`src/fbpd_pkg.sv`:
```
// Package: layout and constants of the basic capability descriptor
package fbpd_pkg;
	localparam int unsigned TABLE_DWORDS      = 23;
	localparam int unsigned DWORD_W           = 32;
	localparam int unsigned ADDR_W            = 24;
	localparam int unsigned IDX_W             = 5;
	// Word numbers (1-based) of words with fixed meaning
	localparam int unsigned WORD_CAPS         = 1;
	localparam int unsigned WORD_ERASE_12     = 8;
	localparam int unsigned WORD_ERASE_34     = 9;
	localparam int unsigned WORD_SPEED        = 20;
	// Field positions in word one
	localparam int unsigned POS_UNUSED_HI_LSB = 23;
	localparam int unsigned POS_QUAD_OUT      = 22;
	localparam int unsigned POS_QUAD_IO       = 21;
	localparam int unsigned POS_DUAL_IO       = 20;
	localparam int unsigned POS_DTR           = 19;
	localparam int unsigned POS_ADDR_LSB      = 17;
	localparam int unsigned POS_DUAL_OUT      = 16;
	localparam int unsigned POS_ERASE4K_LSB   = 8;
	localparam int unsigned POS_UNUSED_LO_LSB = 5;
	// Fixed field values
	localparam logic [8:0]  UNUSED_HI_VAL     = 9'h1ff;
	localparam logic [2:0]  UNUSED_LO_VAL     = 3'h7;
	localparam logic [7:0]  NO_ERASE4K_OP     = 8'hff;
	localparam logic [31:0] UNDEF_WORD        = 32'hffffffff;
	// Address size field encodings
	localparam logic [1:0]  ADDR_3B_ONLY      = 2'h0;
	localparam logic [1:0]  ADDR_3B_OR_4B     = 2'h1;
	localparam logic [1:0]  ADDR_4B_ONLY      = 2'h2;
	localparam logic [1:0]  ADDR_RESERVED     = 2'h3;
	// Opcodes and timing
	localparam logic [7:0]  OP_BASIC_READ     = 8'h03;
	localparam logic [3:0]  DUAL_OUT_WAIT     = 4'h8;
	localparam int unsigned RD_LATENCY        = 1;
	// Erase type word layout: size byte then opcode byte, two per word
	localparam int unsigned ERASE_SLOT_W      = 16;
	localparam int unsigned ERASE_OP_LSB      = 8;

	typedef enum logic {
		FBPD_AM_3B,
		FBPD_AM_4B
	} fbpd_amode_e;
endpackage : fbpd_pkg

```
`src/fbpd_addr_mode.sv`:
```
// Address byte count tracker for array and descriptor commands
`timescale 1ns/10ps
module fbpd_addr_mode #(
	parameter logic [1:0] P_ADDR_BYTES = fbpd_pkg::ADDR_3B_ONLY
) (
	input  wire logic       i_clk,
	input  wire logic       i_resetn,
	input  wire logic       i_enter_4b,
	input  wire logic       i_exit_4b,
	input  wire logic [7:0] i_cmd_opcode,
	input  wire logic       i_cmd_discovery,
	output logic            o_mode_4b,
	output logic            o_cmd_addr_4b
);
	import fbpd_pkg::*;

	fbpd_amode_e mode_r;
	fbpd_amode_e mode_nxt;

	always_comb begin
		mode_nxt = mode_r;
		case (P_ADDR_BYTES)
			ADDR_3B_OR_4B: begin
				if (i_enter_4b) begin
					mode_nxt = FBPD_AM_4B;
				end else if (i_exit_4b) begin
					mode_nxt = FBPD_AM_3B;
				end
			end
			ADDR_4B_ONLY: mode_nxt = FBPD_AM_4B;
			default:      mode_nxt = FBPD_AM_3B;
		endcase
	end

	always_ff @(posedge i_clk or negedge i_resetn) begin
		if (!i_resetn) begin
			mode_r <= FBPD_AM_3B;
		end else begin
			mode_r <= mode_nxt;
		end
	end

	assign o_mode_4b = (mode_r == FBPD_AM_4B);

	always_comb begin
		if (i_cmd_discovery) begin
			o_cmd_addr_4b = 1'b0;
		end else if (P_ADDR_BYTES == ADDR_4B_ONLY &&
				i_cmd_opcode == OP_BASIC_READ) begin
			o_cmd_addr_4b = 1'b0;
		end else begin
			o_cmd_addr_4b = o_mode_4b;
		end
	end
endmodule : fbpd_addr_mode

```
`src/fbpd_param_table.sv`:
```
// Basic capability descriptor table with word read port and address mode
`timescale 1ns/10ps
module fbpd_param_table #(
	parameter int unsigned P_TABLE_DWORDS = fbpd_pkg::TABLE_DWORDS,
	parameter logic [23:0] P_TABLE_PTR    = 24'h000080,
	parameter logic        P_QUAD_OUT     = 1'b1,
	parameter logic        P_QUAD_IO      = 1'b1,
	parameter logic        P_DUAL_IO      = 1'b1,
	parameter logic        P_DTR          = 1'b0,
	parameter logic [1:0]  P_ADDR_BYTES   = fbpd_pkg::ADDR_3B_OR_4B,
	parameter logic        P_DUAL_OUT     = 1'b1,
	parameter logic [7:0]  P_ERASE4K_OP   = 8'h20,
	parameter logic [4:0]  P_LEGACY_LO    = 5'h05,
	parameter logic [7:0]  P_ER1_SIZE     = 8'h0c,
	parameter logic [7:0]  P_ER1_OP       = 8'h20,
	parameter logic [7:0]  P_ER2_SIZE     = 8'h0f,
	parameter logic [7:0]  P_ER2_OP       = 8'h52,
	parameter logic [7:0]  P_ER3_SIZE     = 8'h10,
	parameter logic [7:0]  P_ER3_OP       = 8'hd8,
	parameter logic [7:0]  P_ER4_SIZE     = 8'h00,
	parameter logic [7:0]  P_ER4_OP       = 8'hff,
	parameter logic [31:0] P_SPEED_WORD   = 32'hffffffff,
	parameter logic [31:0] P_DENSITY_WORD = 32'h00ffffff,
	parameter logic [31:0] P_OTHER_WORD   = 32'hffffffff
) (
	input  wire logic                         i_clk,
	input  wire logic                         i_resetn,
	input  wire logic                         i_rd_req,
	input  wire logic [fbpd_pkg::ADDR_W-1:0]  i_rd_addr,
	output logic                              o_rd_valid,
	output logic      [fbpd_pkg::DWORD_W-1:0] o_rd_data,
	output logic                              o_rd_hit,
	input  wire logic                         i_enter_4b,
	input  wire logic                         i_exit_4b,
	input  wire logic [7:0]                   i_cmd_opcode,
	input  wire logic                         i_cmd_discovery,
	output logic                              o_mode_4b,
	output logic                              o_cmd_addr_4b,
	output logic      [3:0]                   o_dual_out_wait
);
	import fbpd_pkg::*;

	// Byte address just past the last table word
	localparam logic [31:0] TABLE_END = 32'(P_TABLE_PTR) +
		32'(TABLE_DWORDS) * 32'h4;

	// Elaboration checks on the descriptor contents
	if (P_TABLE_DWORDS != TABLE_DWORDS) begin : g_bad_len
		$error("Table length must be 23 double-words");
	end
	if (P_ADDR_BYTES == ADDR_RESERVED) begin : g_bad_addr
		$error("Address size code 11b is reserved");
	end
	if (P_ERASE4K_OP != NO_ERASE4K_OP && P_ERASE4K_OP != P_ER1_OP &&
			P_ERASE4K_OP != P_ER2_OP && P_ERASE4K_OP != P_ER3_OP &&
			P_ERASE4K_OP != P_ER4_OP) begin : g_bad_erase
		$error("4 KB erase opcode missing from erase types");
	end

	// Table placement inside the three-byte descriptor space
	if (P_TABLE_PTR[1:0] != 2'h0) begin : g_bad_align
		$error("Table pointer must be double-word aligned");
	end
	if (TABLE_END > 32'h01000000) begin : g_bad_span
		$error("Table must end inside the three-byte space");
	end

	// Index width and fixed word numbers against the table length
	if (TABLE_DWORDS > (1 << IDX_W)) begin : g_bad_idx
		$error("Word index too narrow for the table");
	end
	if (WORD_SPEED > TABLE_DWORDS ||
			WORD_ERASE_34 > TABLE_DWORDS) begin : g_bad_map
		$error("Fixed word numbers lie outside the table");
	end

	// Density word: the power-of-two form needs an exponent of 32 or more
	if (P_DENSITY_WORD[31] && P_DENSITY_WORD[30:0] < 31'h20) begin : g_bad_den
		$error("Density exponent below 32");
	end

	logic [DWORD_W-1:0] word_one;
	logic [DWORD_W-1:0] table_mem [TABLE_DWORDS];
	// Erase type words
	logic [DWORD_W-1:0] erase_12;
	logic [DWORD_W-1:0] erase_34;

	// Word one assembled from fixed fields and capability settings
	always_comb begin
		word_one = '0;
		word_one[31:POS_UNUSED_HI_LSB]     = UNUSED_HI_VAL;
		word_one[POS_QUAD_OUT]             = P_QUAD_OUT;
		word_one[POS_QUAD_IO]              = P_QUAD_IO;
		word_one[POS_DUAL_IO]              = P_DUAL_IO;
		word_one[POS_DTR]                  = P_DTR;
		word_one[POS_ADDR_LSB +: 2]        = P_ADDR_BYTES;
		word_one[POS_DUAL_OUT]             = P_DUAL_OUT;
		word_one[POS_ERASE4K_LSB +: 8]     = P_ERASE4K_OP;
		word_one[POS_UNUSED_LO_LSB +: 3]   = UNUSED_LO_VAL;
		word_one[4:0]                      = P_LEGACY_LO;
	end

	// Erase types one and two: size byte below opcode byte
	always_comb begin
		erase_12                                   = '0;
		erase_12[0 +: 8]                           = P_ER1_SIZE;
		erase_12[ERASE_OP_LSB +: 8]                = P_ER1_OP;
		erase_12[ERASE_SLOT_W +: 8]                = P_ER2_SIZE;
		erase_12[ERASE_SLOT_W + ERASE_OP_LSB +: 8] = P_ER2_OP;
	end

	// Erase types three and four: size byte below opcode byte
	always_comb begin
		erase_34                                   = '0;
		erase_34[0 +: 8]                           = P_ER3_SIZE;
		erase_34[ERASE_OP_LSB +: 8]                = P_ER3_OP;
		erase_34[ERASE_SLOT_W +: 8]                = P_ER4_SIZE;
		erase_34[ERASE_SLOT_W + ERASE_OP_LSB +: 8] = P_ER4_OP;
	end

	// Table contents, words numbered from one
	// Words without modelled contents read as the filler word
	always_comb begin
		for (int i = 0; i < TABLE_DWORDS; i++) begin
			table_mem[i] = P_OTHER_WORD;
		end
		table_mem[WORD_CAPS-1]     = word_one;
		table_mem[1]               = P_DENSITY_WORD;
		table_mem[WORD_ERASE_12-1] = erase_12;
		table_mem[WORD_ERASE_34-1] = erase_34;
		table_mem[WORD_SPEED-1]    = P_SPEED_WORD;
	end

	// Read decode: three-byte address relative to the table pointer
	logic [ADDR_W-1:0] rel_addr;
	logic [ADDR_W-3:0] rel_idx;
	logic [IDX_W-1:0]  rd_word;
	logic              above_base;
	logic              below_end;
	logic              in_range;

	assign rel_addr   = i_rd_addr - P_TABLE_PTR;
	assign rel_idx    = rel_addr[ADDR_W-1:2];
	assign rd_word    = rel_idx[IDX_W-1:0];
	assign above_base = (i_rd_addr >= P_TABLE_PTR);
	assign below_end  = (rel_idx < (ADDR_W-2)'(TABLE_DWORDS));
	assign in_range   = above_base && below_end;

	// Read data: a word outside the table reads as all ones
	always_ff @(posedge i_clk or negedge i_resetn) begin
		if (!i_resetn) begin
			o_rd_data <= UNDEF_WORD;
		end else if (i_rd_req) begin
			if (in_range) begin
				o_rd_data <= table_mem[rd_word];
			end else begin
				o_rd_data <= UNDEF_WORD;
			end
		end
	end

	// Hit flag of the last read
	always_ff @(posedge i_clk or negedge i_resetn) begin
		if (!i_resetn) begin
			o_rd_hit <= 1'b0;
		end else if (i_rd_req) begin
			o_rd_hit <= in_range;
		end
	end

	// Valid follows each request by one cycle
	always_ff @(posedge i_clk or negedge i_resetn) begin
		if (!i_resetn) begin
			o_rd_valid <= 1'b0;
		end else begin
			o_rd_valid <= i_rd_req;
		end
	end

	// Wait states of the dual-output read
	always_ff @(posedge i_clk or negedge i_resetn) begin
		if (!i_resetn) begin
			o_dual_out_wait <= DUAL_OUT_WAIT;
		end else begin
			o_dual_out_wait <= P_DUAL_OUT ? DUAL_OUT_WAIT : 4'h0;
		end
	end

	// Address byte count for the current command
	fbpd_addr_mode #(
		.P_ADDR_BYTES (P_ADDR_BYTES)
	) u_addr_mode (
		.i_clk           (i_clk),
		.i_resetn        (i_resetn),
		.i_enter_4b      (i_enter_4b),
		.i_exit_4b       (i_exit_4b),
		.i_cmd_opcode    (i_cmd_opcode),
		.i_cmd_discovery (i_cmd_discovery),
		.o_mode_4b       (o_mode_4b),
		.o_cmd_addr_4b   (o_cmd_addr_4b)
	);
endmodule : fbpd_param_table

```
`config.mk`:
```
export PLATFORM = sky130hd
export DESIGN_NAME = fbpd_param_table
export DESIGN_NICKNAME = d
export VERILOG_FILES = /design/src/fbpd_pkg.sv /design/src/fbpd_addr_mode.sv /design/src/fbpd_param_table.sv
export SDC_FILE = /design/constraint.sdc
export NUM_CORES = 1
export LEC_CHECK = 0
export BUFFER_PORTS_ARGS = -buffer_cell sky130_fd_sc_hd__buf_2
export CAP_MARGIN = 20
export CORE_AREA = 8 8 67 52
export DETAILED_ROUTE_END_ITERATION = 8
export DIE_AREA = 0 0 75 60
export GPL_TIMING_DRIVEN = 0
export PLACE_DENSITY = 0.8
export SLEW_MARGIN = 20
export SYNTH_ARGS = -nofsm -noshare
export SYNTH_HDL_FRONTEND = slang
export SYNTH_SLANG_ARGS = --single-unit
```
`constraint.sdc`:
```
create_clock -name i_clk -period 1.1 [get_ports i_clk]
set_input_delay 0.055 -clock i_clk [delete_from_list [all_inputs] [get_ports i_clk]]
set_output_delay 0.055 -clock i_clk [all_outputs]
set_load 0.05 [all_outputs]
```
-- Word-level counts from Yosys, hierarchy flattened
Memories as Yosys holds them, arrays and structs flattened.
Index checks and enable logic that the tools add are counted.
W data, S select, Z words.
- output and inout bits: 40
- ROM bits: 1024
- memories kept: 1
- logic and storage cells: 18
- input port bits: 38
- flip-flop bits (word level): 35
- reduce and logical (&&, ||, !) cells: 2
- $add $sub $neg: 1
- bitwise logic cells: 1
- multiplexer cells: 6
- order comparisons: 3
- memory list (name ; depth ; bits a word ; read ports ; clocked after Yosys merged registers in ; wr ports ; line ; text):
    (name not given) ; 32 ; 32 ; 1 ; 0 ; 0 ; fbpd_param_table.sv:155 ; o_rd_data <= table_mem[rd_word];
- operators by type and width (kind ; number):
    $mux W32 ; 3
    $ge A24 B8 Y1 const B ; 1
    $sub A24 B8 Y24 const B ; 1
    $lt A22 B5 Y1 const B ; 1
    $ge A6 B6 Y1 const B ; 1
    $not A5 Y6 ; 1
    $mux W1 ; 3
    $reduce_bool A2 Y1 ; 1
    $logic_and A1 B1 Y1 ; 1

-- Logic depth before layout (Yosys ltp)
Gate-level depths: netlist (run 1).
- word-level depth: 6
- gate-level depth with buffers: 8
- mapped depth without buffers: 7

-- Cells and area by module
From an unflattened synthesis (run 1), not the netlist that was laid out.
- cells, all modules: 97
- area total of the unflattened synthesis: 815.8 um^2
- modules (own cells, without submodules) (module ; cells an instance ; area each (um^2) ; times used ; sequential area each (um^2)):
    fbpd_param_table ; 93 ; 773.2 ; 1 ; 234.0
    fbpd_addr_mode ; 4 ; 42.5 ; 1 ; 25.0

-- Worst setup path before layout (run 1)
No wires, ideal clock.
- kind: flip-flop to output port
- start point: register u_addr_mode.mode_r (netlist: u_addr_mode.o_mode_4b)
- end point: output port o_cmd_addr_4b
- slack: -359 ps
- path buffers: 0
- data required time: 1045 ps
- cell stages (with the launch flop): 2
- arrival: 1404 ps
- cell sequence: dfrtp_1 nor2b_1
- word-level cells in the longest chain between the ends: 1
- RTL lines (item ; line ; text):
    start, declared ; fbpd_addr_mode.sv:17 ; fbpd_amode_e mode_r;
    start signal, assigned ; fbpd_addr_mode.sv:39 ; mode_r <= mode_nxt;
    $mux W1 ; fbpd_addr_mode.sv:46 ; if (i_cmd_discovery) begin
    end, declared ; fbpd_param_table.sv:38 ; output logic o_cmd_addr_4b,
Every way passes these cells.

==> key figures, run 1 <==
Logic synthesis
  • Post-Syn Instances: 99
  • Main combinational cell family by area after synthesis: buffers and inverters
  • Post-Synth XOR/XNOR Area: 2.059%
  • Synth unique cells: 30
  • Yosys reg bits: 10
  • Yosys warns: 0
  • Compound-gate portion of the synthesized area: 12.79%
  • Mean Syn Cell Area: 8.594 um^2
  • Simple-gate share of the synthesized area: 21.18%
  • Seq/Total Area, Yosys: 30.44%
  • Syn Std Cell Area: 850.8 um^2
  • Post-Synth Adder-Cell Area: 1.471%
  • Multiplexer share of the synthesized area: 1.176%

Critical path
  • CP required: 1.04 ns
  • Nature of the critical path startpoint: flop
  • Worst-path fanout max: 4
  • WS Path Type: flop to primary output
  • Worst EP arrival: 1.24 ns
  • Crit. End Element: primary output

Clocking
  • CTS root buffer: clkbuf_4
  • TritonCTS Buffers: 3
  • Insertion delay to the later sink of the worst-skew pair: 0.27 ns
  • CTS tree: built
  • Clk slew on worst S/H paths: 0.07 ns
  • Clock buffer depth: 2
  • Clk sinks: 10
  • H-tree levels: 1

Global routing
  • Maximum number of pins on one net before global-route repair: 11
  • Global route overflow: 0
  • All-layer global routing usage: 16.21%
  • Vias in the first global route: 1076
  • Global-route wire length before repair: 5547 um
  • Initial antenna violation count: 0

Pwr
  • Pwr Density: 526.6 nW/um^2
  • Worst VDD drop: 0.3223 mV
  • Sequential Power Share: 38.0%
  • Clock power share: 34.8%
  • Net load switching power: 0.3074 mW
  • Tot Pwr: 0.9903 mW
  • Static leakage: 0.8997 nW
  • Int Pwr: 0.6829 mW
  • Combinational share of power: 27.2%
  • Switching Share: 31.04%

Status
  • Failing checks: negative setup slack
  • Status: finished with violations

Floorplanning
  • Starting density of the core: 33.46%
  • Io pins: 78
  • Core area: 2542 um^2
  • Die height: 60 um
  • Placement row count: 16
  • Die area: 4500 um^2
  • Die X: 75 um

Finish
  • Filler instances: 160
  • Multi-input logic area: 422.9 um^2
  • Area delta synth->final: 121.0%
  • Share of layout cells above drive strength 1: 73.18%
  • Antenna Diode Count: 0
  • Commonest cells after routing, fill and taps aside: buf_6, buf_8, buf_2, nor2_1, buf_4
  • Sequential cell area: 259.0 um^2
  • Core Util, Final: 73.97%
  • Final non-filler cell area: 1881 um^2
  • Nets@finish: 219

Timing
  • Hold Fails Final Rpt: 0
  • Clock Skew: 0 ns
  • Crit path time final: 1.298 ns
  • Max Fclk: 770.4 MHz
  • Setup-failing EPs final: 38
  • Tcrit/Tclk final: 118.0%
  • Slew Viols, Final: 0
  • RSZ-0062 raised after global routing: yes
  • Setup WS post-layout: -0.1981 ns

Worst hold path
  • Hold crit path type: input port to flop

Detailed routing
  • Met1 wire length: 1582 um
  • Vias: 1015
  • 1st-pass router iterations: 4
  • Post-DRT Antenna Nets: 0
  • WL per Instance: 18.84 um
  • Drt total wl: 4050 um
  • Met3 WL: 423 um
  • # DRC: 0
  • DR top layer: met4
  • Metal2 WL: 1928 um
  • Drt initial violations: 53
  • Routed vias/inst: 4.721

Placed design
  • DP HPWL: 2067 um
  • IO buf count: 63
  • Placed inst area: 1252 um^2
  • Setup WS pre-CTS: -0.4485 ns
  • GP Congestion: 0.7616

Job
  • Max capacitance violation total: 0
## area by class of cell
cell class	count	area share [%]
tap	36	2.395
clock buffer	4	1.929
inverter	5	1.663
sequential	10	13.77
timing repair buffer	75	40.59
multi-input combinational	55	22.49
buffer	30	17.17
## power groups by stage
stage / registers, mW / clock network, mW / logic (mW)
2_1_floorplan: 0.397 / 0 / 0.108
3_3_place_gp: 0.381 / 0 / 0.218
3_5_place_dp: 0.381 / 0 / 0.222
4_1_cts: 0.375 / 0.342 / 0.246
5_1_grt: 0.376 / 0.370 / 0.287
6_report: 0.376 / 0.345 / 0.270
## cell families (layout without fill, tap and decap cells)
group	count (synthesis)	in the layout
compound gates	15	15
flops	10	10
xor+xnor	2	2
buf+inv	36	114
mux	1	1
other cells	2	4
simple gates	32	32
fa+ha+maj	1	1
## cells in the mapped netlist, drive strengths merged
library cell	n	area [um^2]
ha	1	12.51
dfstp	7	183.9
nand4	2	12.51
nor4bb	1	10.01
a21boi	1	7.510
nor4	2	12.51
nand3	2	10.01
dfrtp	3	75.07
a21oi	8	40.04
or2	1	6.260
mux2i	1	10.01
nand2	5	18.77
a21o	1	7.510
and4	1	8.760
inv	5	18.77
xnor2	1	8.760
conb	2	7.510
or3	1	6.260
a31oi	1	21.27
nor2	11	41.29
o22ai	2	12.51
xor2	1	8.760
o21ai	1	5.000
nor3	3	15.01
buf	31	236.5
nor4b	2	32.53
a221oi	1	15.01
nor2b	1	6.260
## state kept, by name (all words and copies together) (netlist names)
| signal | flops |
|---|---|
| o_rd_valid | 1 |
| o_rd_hit | 1 |
| u_addr_mode.o_mode_4b | 1 |
| o_rd_data | 7 |
## critical path, cell delays in order, from the launching register on
cell	delay, ns
dfstp_2	0.59
buf_6	0.14
buf_6	0.10
buf_8	0.14
## metrics by stage
| step | instances | hold slack [ns] | TNS (ns) |
|---|---|---|---|
| finish | 215 | 0.02239 | -4.042 |
| global placement | 200 | -0.07836 | -3.221 |
| global route | 215 | 0.01612 | -5.774 |
| detailed placement | 200 | -0.07533 | -3.316 |
| floorplan | 101 | -0.2406 | -1.270 |
| CTS | 213 | 0.004497 | -2.946 |
## per-layer routing
metal / GRT usage, % / vias to the layer above
met5: 0 / -
met1: 18.23 / 474
li1: - / 461
met3: 5.025 / 10
met2: 28.38 / 70
met4: 4.722 / 0
## worst paths after layout
path | start | end | slack (ns) | cells past startpoint
worst max-delay path | o_rd_data[23] | o_rd_data[5] | -0.20 | 3
worst min-delay path | i_rd_req | o_rd_valid | 0.02 | 1
worst max register to register | o_rd_data[23] | o_rd_data[23] | -0.03 | 4
worst min register to register | u_addr_mode.o_mode_4b | u_addr_mode.o_mode_4b | 0.54 | 1
max in group asynchronous | i_resetn | o_rd_data[15] | 0.62 | 2
min in group asynchronous | i_resetn | u_addr_mode.o_mode_4b | 0.22 | 2
## what timing repair did
item | CTS | global route
gates resized for setup | 125 | 19
endpoints found under the hold margin | 11 | 0
hold buffers | 2 | 0
endpoints found under the setup margin | 39 | 41
setup buffers | 8 | 2
pin swaps | 5 | 1
cloned | 0 | 0
Note: power is estimated with default switching activity, not from simulation.
==> run 2, diff against run 1 <==
- ABC_AREA: not set -> 1
- CORE_AREA: 8 8 67 52 -> 8 8 74 56
- DIE_AREA: 0 0 75 60 -> 0 0 82 64
==> run 2 against run 1 <==
  * The run still ends with negative setup slack left
  * Clock power rose by 37%
  * Global-route usage down 2.6 points
  * Register-to-register slack improved by 0.15 ns
  * Cell count is 38% higher
  * Via count up 32%
  * Count of clock-buffer cells in the layout stayed put
  * Worst hold slack worse by 0.016 ns
  * Utilization shrank 2.0 points
  * Fmax rose by 6.5%
  * Largest power group is now clock
  * Sequential share of layout area shrank 1.9 points
  * Critical path depth increased by 9
==> key figures, run 2 <==
Timing
  • Max Fclk: 820.4 MHz (+6.5%)
  • WHS: 0.006176 ns (-0.01621 ns)
  • Setup-failing EPs final: 33 (-13%)
  • Crit path time final: 1.219 ns (-0.07914 ns)
  • Slew Viols, Final: 0 (unchanged)
  • RSZ-0062 raised after global routing: yes
  • Tcrit/Tclk final: 110.8% (-7.2 points)
  • Clock Skew: 0 ns (unchanged)
  • Setup WS post-layout: -0.1189 ns (+0.07914 ns)
  • Hold Fails Final Rpt: 0 (unchanged)

Pwr
  • Clock power share: 40.2% (+5.4 points)
  • Sequential Power Share: 32.0% (-6.0 points)
  • Pwr Density: 539.5 nW/um^2 (+2.4%)
  • Switching Share: 31.30% (+0.26 points)
  • Combinational share of power: 27.7% (+0.5 points)
  • Static leakage: 1.116 nW (+24%)
  • Net load switching power: 0.3673 mW (+19%)
  • Worst VDD drop: 0.4626 mV (+44%)
  • Tot Pwr: 1.173 mW (+18%)
  • Int Pwr: 0.8059 mW (+18%)

Critical path
  • Crit. End Element: flop
  • CP required: 1.27 ns (+0.23 ns)
  • Nature of the critical path startpoint: input port
  • R2R cell count: 4 (unchanged)
  • Crit-path most repeated cell: nand2_2
  • Crit-path cells: buf_8 > inv_6 > ha_4 > nand2_2 > nor3_2 > nand3_1 > nor2_2 > nand2_2 > nor2_8 > nand3_2 > nand2_2 > inv_1
  • Worst EP arrival: 1.39 ns (+0.15 ns)
  • Worst-path fanout max: 8 (+4)
  • CP max stage delay: 0.25 ns (-0.34 ns)
  • Cell count along the critical path: 12 (+9)
  • CP max-delay cell: ha_4
  • Delay-heaviest family, CP: simple AND/OR/NAND/NOR gates
  • WS Path Type: input port to flop
  • Critical path buffers and inverters: 3 (unchanged)

Floorplanning
  • Die X: 82 um (+9.3%)
  • Core area: 3020 um^2 (+19%)
  • Starting density of the core: 39.89% (+6.4 points)
  • Die area: 5248 um^2 (+17%)
  • Die height: 64 um (+6.7%)
  • Placement row count: 17 (+1)
  • Io pins: 78 (unchanged)

Finish
  • Nets@finish: 298 (+36%)
  • Max reg flops: 7 (unchanged)
  • Antenna Diode Count: 0 (unchanged)
  • Commonest cells after routing, fill and taps aside: nand2_1, buf_8, buf_2, buf_6, inv_1
  • Area delta synth->final: 80.48%
  • Sequential cell area: 259.0 um^2 (unchanged)
  • Core Util, Final: 72.00% (-2.0 points)
  • Multi-input logic area: 701.9 um^2 (+66%)
  • Share of layout cells above drive strength 1: 60.08% (-13 points)
  • Filler instances: 231 (+44%)
  • Most common cell after layout, fill and taps aside: nand2_1
  • Largest Register: o_rd_data

Status
  • Status: finished with violations
  • Failing checks: negative setup slack

Clocking
  • Insertion delay to the later sink of the worst-skew pair: 0.24 ns (-0.03 ns)
  • CTS root buffer: clkbuf_8
  • CTS tree: built
  • Clk sinks: 10 (unchanged)
  • Clk slew on worst S/H paths: 0.05 ns (-0.02 ns)
  • Clock buffer depth: 2 (unchanged)
  • H-tree levels: 1 (unchanged)
  • TritonCTS Buffers: 3 (unchanged)

Placed design
  • DP HPWL: 2611 um (+26%)
  • IO buf count: 63 (unchanged)
  • GP Congestion: 0.8834 (+16%)
  • Setup WS pre-CTS: -0.2686 ns (+0.1799 ns)

Logic synthesis
  • Mean Syn Cell Area: 6.513 um^2 (-24%)
  • Commonest register cell after synthesis: dfstp_2
  • Syn Std Cell Area: 1205 um^2 (+42%)
  • Synth cell count leaders: nand2_1, buf_4, inv_1
  • Seq/Total Area, Yosys: 21.50% (-8.9 points)
  • Async SR Flop Fraction: 100.0% (unchanged)
  • Yosys top cell by area: buf_4
  • Top cell type's share of synthesized area: 18.07% (-8.4 points)
  • Yosys reg bits: 10 (unchanged)
  • Post-Syn Instances: 185 (+87%)
  • Count leader, synth: nand2_1
  • Top cells by area, synth: buf_4, dfstp_2, nand2_1, inv_1, dfrtp_1
  • Yosys warns: 0 (unchanged)
  • Post-synth EDFFs: 0 (unchanged)
  • Synth unique cells: 26 (-13%)

Detailed routing
  • 1st-pass router iterations: 4 (unchanged)
  • Post-DRT Antenna Nets: 0 (unchanged)
  • # DRC: 0 (unchanged)
  • Routed vias/inst: 4.517 (-4.3%)
  • Vias: 1337 (+32%)
  • Drt total wl: 3926 um (-3.1%)
  • WL per Instance: 13.26 um (-30%)
  • Drt initial violations: 58 (+9.4%)

Global routing
  • Initial antenna violation count: 0 (unchanged)
  • All-layer global routing usage: 13.62% (-2.6 points)
  • Vias in the first global route: 1245 (+16%)
  • Global-route wire length before repair: 5671 um (+2.2%)
  • Maximum number of pins on one net before global-route repair: 11 (unchanged)
  • Global route overflow: 0 (unchanged)

Job
  • Max capacitance violation total: 0 (unchanged)

Worst hold path
  • Hold crit path type: input port to flop
  • Hold Crit Depth: 2 (+1)
[run 2: area by class of cell]
cell class / count / share of cell area, %
buffer: 29 / 14.33
clock buffer: 4 / 2.532
inverter: 29 / 5.466
multi-input combinational: 119 / 32.28
sequential: 10 / 11.91
tap: 38 / 2.186
timing repair buffer: 67 / 31.30
[run 2: cell families (layout without fill, tap and decap cells)]
logic type,count (synthesis),after routing,synth area share [%]
other cells,2,4,0.6233
buf+inv,58,129,27.10
simple gates,107,107,46.42
compound gates,7,7,3.322
flops,10,10,21.50
fa+ha+maj,1,1,1.038
[run 2: final timing paths]
check / endpoint / start / slack, ns
min: u_addr_mode.o_mode_4b / i_enter_4b / 0.006
min in group asynchronous: u_addr_mode.o_mode_4b / i_resetn / 0.20
min reg2reg: o_rd_hit / o_rd_hit / 0.52
max reg2reg: o_rd_data[23] / o_rd_data[23] / 0.12
max in group asynchronous: o_rd_data[17] / i_resetn / 0.64
max: o_rd_data[29] / i_rd_addr[7] / -0.12
[run 2: per-layer routing]
| metal | vias to the layer above | GRT usage (%) | wire length, um |
|---|---|---|---|
| met2 | 46 | 23.21 | 1992 |
| met3 | 9 | 5.866 | 328 |
| met4 | 0 | 3.712 | 60 |
| met5 | - | 0 | 0 |
| li1 | 678 | - | - |
| met1 | 604 | 15.02 | 1544 |
[run 2: per-stage QoR]
stage                     instance area, um^2  TNS [ns]  std cells
after global routing                     2175    -3.630        296
after floorplan                          1247  -0.08159        187
final                                    2175    -2.342        296
after CTS                                2067    -1.347        296
after global placement                   1610    -1.799        288
after detailed placement                 1610    -1.922        288
[run 2: worst reg2reg max path: stages, from the launching register on]
cell     delay (ns)
dfstp_2        0.39
buf_6          0.13
or2_2          0.29
nand2_2        0.08
inv_1          0.04
[run 2: power groups by stage]
stage | Sequential, mW | Combinational, mW | Clock, mW
2_1_floorplan | 0.397 | 0.169 | 0
3_3_place_gp | 0.381 | 0.290 | 0
3_5_place_dp | 0.380 | 0.297 | 0
4_1_cts | 0.376 | 0.303 | 0.476
5_1_grt | 0.376 | 0.350 | 0.503
6_report | 0.376 | 0.325 | 0.472
[run 2: timing repair]
action,in CTS,in global routing
resized for setup,106,30
hold endpoints to repair,11,0
buffers inserted,2,0
endpoints found under the setup margin,34,37
hold buffers,2,0
pin swaps,1,9
==> run 3, diff against run 2 <==
- CAP_MARGIN: 20 -> not set
- GPL_TIMING_DRIVEN: 0 -> 1
==> run 3 against run 2 <==
  * The flow still finishes with violations (negative setup slack)
  * Design area down 20%
  * Routed wire length shrank 20%
  * Register-to-register slack improved by 0.06 ns
  * Cell count is 5.7% lower
  * Worst hold slack gained 0.0092 ns
  * Fmax up 7.4%
  * Utilization is 14 points lower
  * Worst setup slack better by 0.084 ns
  * Via count decreased by 10%
  * First-iteration DRC count fell by 72%
  * Power is essentially flat
  * Sequential share of layout area rose by 3.0 points
  * Critical path type is now flop to primary output
  * Largest power group unchanged
==> key figures, run 3 (synthesis results as in run 2) <==
Placed design
  • IO buf count: 63 (unchanged)
  • GP Congestion: 0.8624 (-2.4%)
  • DP HPWL: 2617 um (+0.25%)
  • Placed inst area: 1490 um^2 (-7.5%)

Critical path
  • Crit. End Element: primary output
  • Delay-heaviest family, CP: flip-flops
  • Crit-path cells: buf_2
  • Worst EP arrival: 1.08 ns (-0.31 ns)
  • Critical path buffers and inverters: 1 (-2)
  • Worst R2R Setup Slack: 0.18 ns (+0.06 ns)
  • Worst-path fanout max: 9 (+1)
  • CP required: 1.04 ns (-0.23 ns)
  • Nature of the critical path startpoint: flop
  • CP max-delay cell: dfstp_2
  • WS Path Type: flop to primary output
  • CP max stage delay: 0.57 ns (+0.32 ns)

Timing
  • Hold Fails Final Rpt: 0 (unchanged)
  • RSZ-0062 raised after global routing: yes
  • Clock Skew: 0 ns (unchanged)
  • WHS: 0.01534 ns (+0.009160 ns)
  • Setup-failing EPs final: 18 (-45%)
  • Max Fclk: 880.8 MHz (+7.4%)
  • Setup WS post-layout: -0.03529 ns (+0.08365 ns)
  • Slew Viols, Final: 0 (unchanged)
  • Tcrit/Tclk final: 103.2% (-7.6 points)
  • Crit path time final: 1.135 ns (-0.08365 ns)

Finish
  • Commonest cells after routing, fill and taps aside: nand2_1, buf_2, buf_4, inv_1, nor2_1
  • Most common cell after layout, fill and taps aside: nand2_1
  • Area delta synth->final: 44.13%
  • Nets@finish: 281 (-5.7%)
  • Share of layout cells above drive strength 1: 54.36% (-5.7 points)
  • Largest Register: o_rd_data
  • Final non-filler cell area: 1737 um^2 (-20%)
  • Max reg flops: 7 (unchanged)
  • Filler instances: 295 (+28%)
  • Antenna Diode Count: 0 (unchanged)

Detailed routing
  • WL per Instance: 11.29 um (-15%)
  • Drt initial violations: 16 (-72%)
  • Met3 WL: 248 um (-24%)
  • Vias: 1198 (-10%)
  • # DRC: 0 (unchanged)
  • DR top layer: met3
  • Drt total wl: 3149 um (-20%)
  • Routed vias/inst: 4.294 (-4.9%)
  • 1st-pass router iterations: 4 (unchanged)
  • Metal2 WL: 1443 um (-28%)
  • Met1 wire length: 1458 um (-5.6%)
  • Post-DRT Antenna Nets: 0 (unchanged)

Clocking
  • H-tree levels: 1 (unchanged)
  • Clk sinks: 10 (unchanged)
  • CTS tree: built
  • Clk slew on worst S/H paths: 0.04 ns (about the same)
  • CTS root buffer: clkbuf_8
  • TritonCTS Buffers: 3 (unchanged)
  • Clock buffer depth: 2 (unchanged)
  • Insertion delay to the later sink of the worst-skew pair: 0.23 ns (about the same)

Pwr
  • Combinational share of power: 29.2% (+1.5 points)
  • Int Pwr: 0.8194 mW (+1.7%)
  • Net load switching power: 0.3546 mW (-3.5%)
  • Switching Share: 30.20% (-1.1 points)
  • Sequential Power Share: 32.0% (about the same)
  • Tot Pwr: 1.174 mW (about the same)
  • Worst VDD drop: 0.8795 mV (+90%)
  • Pwr Density: 676.0 nW/um^2 (+25%)
  • Static leakage: 0.8969 nW (-20%)
  • Clock power share: 38.8% (-1.4 points)

Floorplanning
  • Die area: 5248 um^2 (unchanged)
  • Placement row count: 17 (unchanged)
  • Die height: 64 um (unchanged)
  • Die X: 82 um (unchanged)
  • Io pins: 78 (unchanged)
  • Core area: 3020 um^2 (unchanged)
  • Starting density of the core: 39.89% (unchanged)

Job
  • Max capacitance violation total: 0 (unchanged)

Worst hold path
  • Hold crit path type: input port to flop

Global routing
  • Maximum number of pins on one net before global-route repair: 11 (unchanged)
  • Global route overflow: 0 (unchanged)
  • Global-route wire length before repair: 4816 um (-15%)
  • All-layer global routing usage: 11.15% (-2.5 points)
  • Initial antenna violation count: 0 (unchanged)
  • Vias in the first global route: 1131 (-9.2%)

Status
  • Failing checks: negative setup slack
  • Status: finished with violations
-- run 3: cell count changes in the layout (fill, tap and decap cells not counted), sizes merged --
cell    change
clkinv      +2
buf        -18
inv         -2
clkbuf      +1
-- run 3: power by group through the flow --
| stage | combinational, mW | clock, mW | sequential [mW] |
|---|---|---|---|
| floorplan | 0.169 | 0 | 0.397 |
| global placement | 0.310 | 0 | 0.381 |
| detailed placement | 0.315 | 0 | 0.381 |
| CTS | 0.321 | 0.471 | 0.376 |
| global route | 0.374 | 0.495 | 0.376 |
| finish | 0.343 | 0.455 | 0.376 |
-- run 3: path summary, 6_finish.rpt --
kind	startpoint	endpoint	cells after the start
setup / recovery	o_rd_data[23]	o_rd_data[22]	1
hold / removal	i_enter_4b	u_addr_mode.o_mode_4b	2
setup reg to reg	o_rd_data[15]	o_rd_data[15]	3
hold reg to reg	o_rd_hit	o_rd_hit	2
max in group asynchronous	i_resetn	o_rd_data[29]	2
min in group asynchronous	i_resetn	o_rd_hit	2
-- run 3: routing by layer --
metal	vias to the layer above	global-route usage, %
met4	0	0.6550
li1	638	-
met3	0	4.609
met5	-	0
met2	42	17.80
met1	518	14.25
-- run 3: layout make-up --
class	count	area, um^2	share of cell area [%]
repair buffers	79	556.8	32.06
inverters	29	118.9	6.844
well taps	38	47.55	2.738
clock buffers	4	55.05	3.170
flip-flops and latches	10	259.0	14.91
multi-input cells	119	699.4	40.27
-- run 3: repair_timing --
action,in CTS,in global routing
hold buffers,2,0
endpoints found under the hold margin,11,0
setup endpoints to repair,35,26
pin swaps,1,6
gates resized for setup,24,26
setup buffers,0,1
-- run 3: through the flow --
step | utilization (%) | setup slack (ns) | TNS (ns) | std cells
after global routing | 57.50 | -0.1258 | -1.732 | 279
after floorplan | - | -0.01337 | -0.08159 | 187
final | 57.50 | -0.03529 | -0.5069 | 279
after global placement | 49.34 | -0.2342 | -1.650 | 272
after CTS | 53.81 | -0.05448 | -0.4251 | 278
after detailed placement | 49.34 | -0.2552 | -1.890 | 272
